## src/pkg/tpwm_params.svh

```systemverilog
// Constants for the timer-based PWM generator.
`ifndef TPWM_PARAMS_SVH
`define TPWM_PARAMS_SVH

`define TPWM_NUM_MATCH      7
`define TPWM_NUM_OUT        6
`define TPWM_CNT_W          32
`define TPWM_PRE_W          32
`define TPWM_CAP_W          2
`define TPWM_CNT_RESET      32'h00000000
`define TPWM_PRE_RESET      32'h00000000
`define TPWM_MATCH_RESET    32'h00000000
`define TPWM_PERIOD_IDX     0

`endif

```

## src/pkg/tpwm_pkg.sv

```systemverilog
// Types shared by the timer-based PWM generator.
package tpwm_pkg;

  typedef enum logic [1:0] {
    TPWM_SRC_CLK  = 2'h0,
    TPWM_SRC_RISE = 2'h1,
    TPWM_SRC_FALL = 2'h2,
    TPWM_SRC_BOTH = 2'h3
  } tpwm_src_t;

  typedef struct packed {
    logic        stop;
    logic        clear;
    logic        irq;
  } tpwm_act_t;

  typedef struct packed {
    logic        runEn;
    logic        pwmEn;
    tpwm_src_t   src;
    logic [1:0]  capSel;
  } tpwm_ctrl_t;

endpackage
```

## src/hw/tpwm_match_bank.sv

```systemverilog
// Shadow and active match registers with cycle-synchronised release.
`timescale 1ns/100ps
`default_nettype none
`include "tpwm_params.svh"

module tpwm_match_bank
  import tpwm_pkg::*;
#(
  parameter int NUM = 7,
  parameter int W   = 32
) (
  input  wire logic             clk,
  input  wire logic             reset,
  input  wire logic [NUM-1:0]   wrEn,
  input  wire logic [W-1:0]     wrData,
  input  wire logic [NUM-1:0]   relArm,
  input  wire logic             cycleStart,
  output logic [NUM*W-1:0]      active,
  output logic [NUM-1:0]        pending
);

  logic [W-1:0]   shadow_ff [NUM];
  logic [W-1:0]   nxt_shadow [NUM];
  logic [W-1:0]   active_ff [NUM];
  logic [W-1:0]   nxt_active [NUM];
  logic [NUM-1:0] pending_ff;
  logic [NUM-1:0] nxt_pending;

  ////////////////////////////////////////////////////////////////////////////
  // A release only arms the copy; the copy lands at the next cycle start.
  always_comb begin
    for (int i = 0; i < NUM; i++) begin
      nxt_shadow[i] = wrEn[i] ? wrData : shadow_ff[i];
      nxt_active[i] = active_ff[i];
      nxt_pending[i] = pending_ff[i] | relArm[i];
      if (cycleStart && pending_ff[i]) begin
        nxt_active[i]  = shadow_ff[i];
        nxt_pending[i] = relArm[i];
      end
    end
  end

  always_ff @(posedge clk) begin
    for (int i = 0; i < NUM; i++) begin
      if (reset) begin
        shadow_ff[i] <= `TPWM_MATCH_RESET;
        active_ff[i] <= `TPWM_MATCH_RESET;
      end else begin
        shadow_ff[i] <= nxt_shadow[i];
        active_ff[i] <= nxt_active[i];
      end
    end
    if (reset) begin
      pending_ff <= '0;
    end else begin
      pending_ff <= nxt_pending;
    end
  end

  generate
    for (genvar g = 0; g < NUM; g++) begin : gActive
      assign active[g*W +: W] = active_ff[g];
    end
  endgenerate

  assign pending = pending_ff;

endmodule
`default_nettype wire

```

## src/hw/tpwm_top.sv

```systemverilog
// Timer-based PWM generator: prescaler, counter, match actions and outputs.
`timescale 1ns/100ps
`default_nettype none
`include "tpwm_params.svh"

// Behaviour
// - Counter clears when it equals the period match value in PWM mode.
// - Single-edge outputs rise at period match; own match sets falling edge.
// - Single-edge output programmed constant low never rises.
// - Double-edge output uses two match registers, one per edge.
// - Rise before fall gives positive pulse; fall before rise gives negative.
// - Seven match registers feed up to six single or three double outputs.
// - Each match may halt the counter, with optional interrupt.
// - Each match may clear the counter, with optional interrupt, else continue.
// - Period and widths are whole ticks; all outputs share one period.
// - New match values reach outputs only at cycle start.
// - Counter counts the clock or edges of a selected capture input.
// - Without PWM mode it is a plain timer and outputs stay low.
module tpwm_top
  import tpwm_pkg::*;
#(
  parameter int NUM_MATCH = `TPWM_NUM_MATCH,
  parameter int NUM_OUT   = `TPWM_NUM_OUT,
  parameter int CNT_W     = `TPWM_CNT_W,
  parameter int PRE_W     = `TPWM_PRE_W,
  parameter int CAP_W     = `TPWM_CAP_W
) (
  input  wire logic                     clk,
  input  wire logic                     reset,
  input  wire tpwm_ctrl_t               ctrl,
  input  wire logic [PRE_W-1:0]         prescaleLimit,
  input  wire logic                     counterReset,
  input  wire logic [CAP_W-1:0]         capIn,
  input  wire tpwm_act_t [NUM_MATCH-1:0] matchAct,
  input  wire logic [NUM_MATCH-1:0]     matchWrEn,
  input  wire logic [CNT_W-1:0]         matchWrData,
  input  wire logic [NUM_MATCH-1:0]     matchRelease,
  input  wire logic [NUM_OUT-1:0]       doubleEdge,
  input  wire logic [NUM_OUT-1:0]       outEnable,
  input  wire logic [NUM_OUT-1:0]       constLow,
  input  wire logic [NUM_MATCH-1:0]     flagClear,
  output logic [NUM_OUT-1:0]            pwmOut,
  output logic [CNT_W-1:0]              count,
  output logic [PRE_W-1:0]              prescaleCount,
  output logic [NUM_MATCH-1:0]          matchFlag,
  output logic [NUM_MATCH-1:0]          releasePending
);

  localparam int LAST_CAP = (1 << CAP_W) - 1;

  logic [CNT_W-1:0]        cnt_ff;
  logic [CNT_W-1:0]        nxt_cnt;
  logic [PRE_W-1:0]        pre_ff;
  logic [PRE_W-1:0]        nxt_pre;
  logic                    run_ff;
  logic                    nxt_run;
  logic [CAP_W-1:0]        capPrev_ff;
  logic [NUM_OUT-1:0]      out_ff;
  logic [NUM_OUT-1:0]      nxt_out;
  logic [NUM_MATCH-1:0]    flag_ff;
  logic [NUM_MATCH-1:0]    nxt_flag;
  logic [NUM_MATCH-1:0]    pend_ff;
  logic [NUM_MATCH*CNT_W-1:0] activeMatch;
  logic [NUM_MATCH-1:0]    pendWire;
  logic [NUM_MATCH-1:0]    hit;
  logic                    tick;
  logic                    advance;
  logic                    capEdge;
  logic                    cycleStart;
  logic                    anyStop;
  logic                    anyClear;
  logic                    stopLatch_ff;
  logic                    nxt_stopLatch;

  ////////////////////////////////////////////////////////////////////////////
  // Active match values change only when the counter wraps to a new cycle.
  tpwm_match_bank #(
    .NUM (NUM_MATCH),
    .W   (CNT_W)
  ) u_tpwm_match_bank (
    .clk        (clk),
    .reset      (reset),
    .wrEn       (matchWrEn),
    .wrData     (matchWrData),
    .relArm     (matchRelease),
    .cycleStart (cycleStart),
    .active     (activeMatch),
    .pending    (pendWire)
  );

  function automatic logic [CNT_W-1:0] matchVal(input logic [NUM_MATCH*CNT_W-1:0] v,
                                                input int idx);
    matchVal = v[idx*CNT_W +: CNT_W];
  endfunction

  ////////////////////////////////////////////////////////////////////////////
  // Count source selection and match detection.
  always_comb begin
    logic cur;
    logic prv;
    cur = 1'b0;
    prv = 1'b0;
    for (int c = 0; c <= LAST_CAP; c++) begin
      if (ctrl.capSel == CAP_W'(c)) begin
        cur = capIn[c];
        prv = capPrev_ff[c];
      end
    end
    unique case (ctrl.src)
      TPWM_SRC_CLK:  capEdge = 1'b1;
      TPWM_SRC_RISE: capEdge = cur & ~prv;
      TPWM_SRC_FALL: capEdge = ~cur & prv;
      TPWM_SRC_BOTH: capEdge = cur ^ prv;
    endcase
  end

  assign tick    = run_ff && !counterReset && capEdge;
  assign advance = tick && (pre_ff == prescaleLimit);

  always_comb begin
    anyStop  = 1'b0;
    anyClear = 1'b0;
    for (int m = 0; m < NUM_MATCH; m++) begin
      hit[m] = run_ff && (cnt_ff == matchVal(activeMatch, m));
      if (hit[m] && matchAct[m].stop) begin
        anyStop = 1'b1;
      end
      if (hit[m] && matchAct[m].clear) begin
        anyClear = 1'b1;
      end
    end
    if (ctrl.pwmEn && hit[`TPWM_PERIOD_IDX]) begin
      anyClear = 1'b1;
    end
  end

  assign cycleStart = advance && anyClear;

  ////////////////////////////////////////////////////////////////////////////
  // Prescaler, counter and run state.
  always_comb begin
    nxt_pre = pre_ff;
    nxt_cnt = cnt_ff;
    nxt_run = ctrl.runEn && !(anyStop && advance);
    if (counterReset) begin
      nxt_pre = '0;
      nxt_cnt = '0;
    end else if (advance) begin
      nxt_pre = '0;
      if (anyClear) begin
        nxt_cnt = '0;
      end else begin
        nxt_cnt = cnt_ff + CNT_W'(1);
      end
    end else if (tick) begin
      nxt_pre = pre_ff + PRE_W'(1);
    end
    if (!ctrl.runEn) begin
      nxt_run = 1'b0;
    end else if (!run_ff && !(anyStop && stopLatch_ff)) begin
      nxt_run = 1'b1;
    end
  end

  // A stopped counter stays stopped until software drops and raises runEn.
  always_comb begin
    nxt_stopLatch = stopLatch_ff;
    if (!ctrl.runEn) begin
      nxt_stopLatch = 1'b0;
    end else if (anyStop && advance) begin
      nxt_stopLatch = 1'b1;
    end
  end

  always_ff @(posedge clk) begin
    if (reset) begin
      pre_ff       <= `TPWM_PRE_RESET;
      cnt_ff       <= `TPWM_CNT_RESET;
      run_ff       <= 1'b0;
      stopLatch_ff <= 1'b0;
      capPrev_ff   <= '0;
    end else begin
      pre_ff       <= nxt_pre;
      cnt_ff       <= nxt_cnt;
      run_ff       <= nxt_run && !nxt_stopLatch;
      stopLatch_ff <= nxt_stopLatch;
      capPrev_ff   <= capIn;
    end
  end

  ////////////////////////////////////////////////////////////////////////////
  // Output waveforms. Output n uses match n+1 as its edge; double-edge
  // output n (n > 0) uses match n as rise and n+1 as fall; output 0 is always single-edge.
  always_comb begin
    for (int n = 0; n < NUM_OUT; n++) begin
      nxt_out[n] = out_ff[n];
      if (!ctrl.pwmEn || !outEnable[n]) begin
        nxt_out[n] = 1'b0;
      end else if (advance) begin
        if (doubleEdge[n] && n > 0) begin
          if (hit[n]) begin
            nxt_out[n] = 1'b1;
          end
          if (hit[n+1]) begin
            nxt_out[n] = 1'b0;
          end
        end else begin
          if (cycleStart && !constLow[n]) begin
            nxt_out[n] = 1'b1;
          end
          if (hit[n+1] || constLow[n]) begin
            nxt_out[n] = 1'b0;
          end
        end
      end
    end
  end

  ////////////////////////////////////////////////////////////////////////////
  // Sticky match flags; a new hit wins over a clear in the same cycle.
  always_comb begin
    for (int m = 0; m < NUM_MATCH; m++) begin
      nxt_flag[m] = (flag_ff[m] && !flagClear[m]) ||
                    (advance && hit[m] && matchAct[m].irq);
    end
  end

  always_ff @(posedge clk) begin
    if (reset) begin
      out_ff  <= '0;
      flag_ff <= '0;
      pend_ff <= '0;
    end else begin
      out_ff  <= nxt_out;
      flag_ff <= nxt_flag;
      pend_ff <= pendWire;
    end
  end

  assign pwmOut         = out_ff;
  assign count          = cnt_ff;
  assign prescaleCount  = pre_ff;
  assign matchFlag      = flag_ff;
  assign releasePending = pend_ff;

endmodule
`default_nettype wire

```

## config.mk

```make
export PLATFORM = sky130hd
export DESIGN_NAME = tpwm_top
export DESIGN_NICKNAME = d
export VERILOG_FILES = /design/src/pkg/tpwm_pkg.sv /design/src/hw/tpwm_match_bank.sv /design/src/hw/tpwm_top.sv
export VERILOG_INCLUDE_DIRS = /design/src /design/src/pkg
export SDC_FILE = /design/constraint.sdc
export NUM_CORES = 1
export LEC_CHECK = 0
export ABC_CLOCK_PERIOD_IN_PS = 3400
export BUFFER_PORTS_ARGS = -buffer_cell sky130_fd_sc_hd__buf_2
export CAP_MARGIN = 15
export CORE_MARGIN = 2
export CORE_UTILIZATION = 60
export DETAILED_ROUTE_END_ITERATION = 8
export PLACE_DENSITY = 0.8
export REMOVE_ABC_BUFFERS = 1
export SETUP_SLACK_MARGIN = 0.05
export SLEW_MARGIN = 5
export SYNTH_ARGS = -nofsm -noshare
export SYNTH_HDL_FRONTEND = slang
export SYNTH_SLANG_ARGS = --single-unit
```

## constraint.sdc

```tcl
create_clock -name clk -period 3.4 [get_ports clk]
set_input_delay 0.17 -clock clk [delete_from_list [all_inputs] [get_ports clk]]
set_output_delay 0.17 -clock clk [all_outputs]
set_load 0.005 [all_outputs]
```

==> impl_results.md <==
- Worst hold slack: 0.0208 ns
- Routed vias/inst: 5.79
- Die H: 205 µm
- Slew HR: 31.3%
- Hold Path Class: input port to flop
- Post-synth EDFFs: 0
- Critical path type: flop to flop
- Syn Area/Cell: 9.28 µm²
- # fillers: 2,839
- Min Clock Period, post-route: 3.24 ns
- Post-synth ARST share: 0%
- Met3 routed WL: 6510 µm
- Outcome: finished, final reports clean
- Yosys warns: 0
- Area growth syn-to-layout: 18.8%
- Area contributors post-synth: dfxtp_1 (45%), mux2i_1 (19%), xnor2_1 (8.2%)
- Storage cell area: 10,900 µm²
- Maximum vdd drop: 0.000431 V
- Congestion Overflow GR: 0
- Routed Antenna Nets: 0
- First-pass detailed-route iteration total: 8
- Met2 WL: 33,800 µm
- CTS H-tree lvls: 2
- Clock transition at path regs: 0.06 ns
- Register area share after synthesis: 44.9%
- Post-layout util: 72.2%
- Endpoints failing hold: 0
- All-Layer GR Usage: 34.8%
- Critical Path Start Type: flop
- Worst path slowest cell: dfxtp_1
- Initial antenna violation count: 1
- Crit-path cells: buf_4, xnor2_1, nand4_1, nor4_1, nand4_1, o2111a_1, buf_12, a21oi_4, buf_12, mux2i_1
- Post-synth top area share: 44.9%
- Post-CTS Setup Repair Bufs: 0
- Critical Path Sink Type: flop
- Final TNS setup: 0 ns
- WL final: 74,300 µm
- DRC Markers: 0
- Share of layout cells above drive strength 1: 15.3%
- FP Rows: 73
- Synth cell count leaders: dfxtp_1 (543), nand2_1 (493), mux2i_1 (450)
- N_diodes: 0
- Crit path DAT: 3.76 ns
- CTS tree: done
- I/O pins: 219
- Die X: 205 µm
- Actual slew at the worst max-slew pin: 1.03 ns
- Fin nets: 3,024
- Post-DP HPWL: 49,700 µm
- Cells after synthesis: 2,608
- Req. time, crit path: 3.92 ns
- DR iter-0 viols: 1,928
- Pwr Density: 483 nW/µm²
- PortBufs: 217
- #FFs+latches synth: 543
- M1 WL: 30,100 µm
- Non-filler instance count after layout: 3,453
- Multi-input logic area: 12,200 µm²
- Slew Viols, Final: 0
- Leakage power: 11.5 nW
- Placed Cells: 3,286
- Longest Clk Path Bufs: 3
- Total number of vias: 20,000
- Slowest stage delay, CP: 0.61 ns
- Fmax: 0.309 GHz
- Routed len/inst: 21.5 µm
- # Max-Cap Violations: 0
- Post-synthesis cell area: 24,200 µm²
- Netlist cell types: 51
- Final number of setup-violating endpoints: 0
- Worst Skew: 0.0176 ns
- RSZ-0062 raised after global routing: yes
- GPL Wtd Cong: 0.940
- Max Used Layer: met5
- CTS root buf: clkbuf_16
- Worst-Skew Late Latency: 0.61 ns
- Clock net sink count: 543
- Total CTS buffers: 53
- Area leader, netlist: dfxtp_1
- Vias in the first global route: 19,700
- Placeable Area: 39,800 µm²
- Top FF cell, synth: dfxtp_1
- Initial Utilization: 60.8%
- Die ar.: 42,000 µm²
- Largest net degree at the start of global routing: 174
- Worst-path fanout max: 26
- Most common cell in the netlist: dfxtp_1
- First-pass GRT wire length: 112,000 µm
- Crit share post-route: 95.3%
==> stage by stage <==
| stage | total power, mW | instance area [µm²] | setup slack [ns] |
|---|---|---|---|
| global placement | 7.55 | 26200 | 0.359 |
| CTS | 13.9 | 28700 | 0.172 |
| detailed placement | 7.59 | 26200 | 0.220 |
| floorplan | 7.16 | 23200 | -5.06 |
| finish | 13.9 | 28700 | 0.161 |
| global route | 14.2 | 28700 | 0.0243 |
==> placed cells by master, fill, tap and decap left out, drive strengths merged, types with 43 or more instances in the layout <==
master / count
dfxtp: 543
nand2: 493
mux2i: 450
buf: 336
nor2: 276
xnor2: 228
nand4: 83
xor2: 82
clkbuf: 75
dlygate4sd3: 69
nor3: 43
==> worst paths after layout <==
| path | startpoint | endpoint | slack, ns | depth (start not counted) |
|---|---|---|---|---|
| worst max-delay path | count[2] | u_tpwm_match_bank.active_ff[0][61] | 0.16 | 10 |
| worst min-delay path | matchWrData[30] | u_tpwm_match_bank.shadow_ff[0][30] | 0.02 | 3 |
| worst max register to register | count[2] | u_tpwm_match_bank.active_ff[0][61] | 0.16 | 10 |
| worst min register to register | u_tpwm_match_bank.shadow_ff[0][15] | u_tpwm_match_bank.active_ff[0][15] | 0.45 | 2 |
==> power breakdown <==
group / internal, mW / switching, mW / total (mW)
clock: 3.79 / 2.55 / 6.34
combinational: 0.366 / 0.544 / 0.911
sequential: 6.54 / 0.0961 / 6.63
==> metal layers <==
layer / track usage (%) / vias to the layer above
met3: 6.70 / 212
met4: 18.2 / 2
li1: - / 9199
met2: 56.6 / 964
met1: 43.8 / 9610
met5: 0 / -
==> critical path: cells and delay by family (launching register included) <==
| kind | cells | cell delay [ns] |
|---|---|---|
| AND/OR/NAND/NOR | 3 | 1.05 |
| buffers and inverters | 3 | 0.63 |
| flip-flops | 1 | 0.61 |
| AO/OA/AOI/OAI | 2 | 0.42 |
| multiplexers | 1 | 0.25 |
| XOR/XNOR | 1 | 0.13 |
==> flip-flops by register name, summed over array words and instances, names as in the netlist <==
signal,count
capPrev_ff,2
count,32
matchFlag,7
prescaleCount,32
pwmOut,6
releasePending,7
run_ff,1
stopLatch_ff,1
u_tpwm_match_bank.active_ff,224
u_tpwm_match_bank.pending,7
u_tpwm_match_bank.shadow_ff,224
==> final cells by class <==
class	count	share of cell area, %
Timing Repair Buffer	405	10.3
Multi-Input combinational cell	1851	42.6
Inverter	31	0.431
Clock inverter	23	1.06
Clock buffer	75	5.54
Tap cell	525	2.28
Sequential cell	543	37.8
==> kinds of logic after synthesis <==
| family | count (synthesis) | synth area share (%) |
|---|---|---|
| compound gates | 64 | 2.08 |
| xor+xnor | 310 | 11.2 |
| fa+ha+maj | 4 | 0.207 |
| buf+inv | 214 | 4.66 |
| flops | 543 | 44.9 |
| mux | 450 | 18.6 |
| simple gates | 1023 | 18.3 |
==> what timing repair did <==
item                       in CTS  in global routing
hold endpoints to repair      205                  0
setup endpoints to repair       0                  3
hold buffers                   69                  0
resized for setup               0                  2
(Power assumes the default switching activity.)
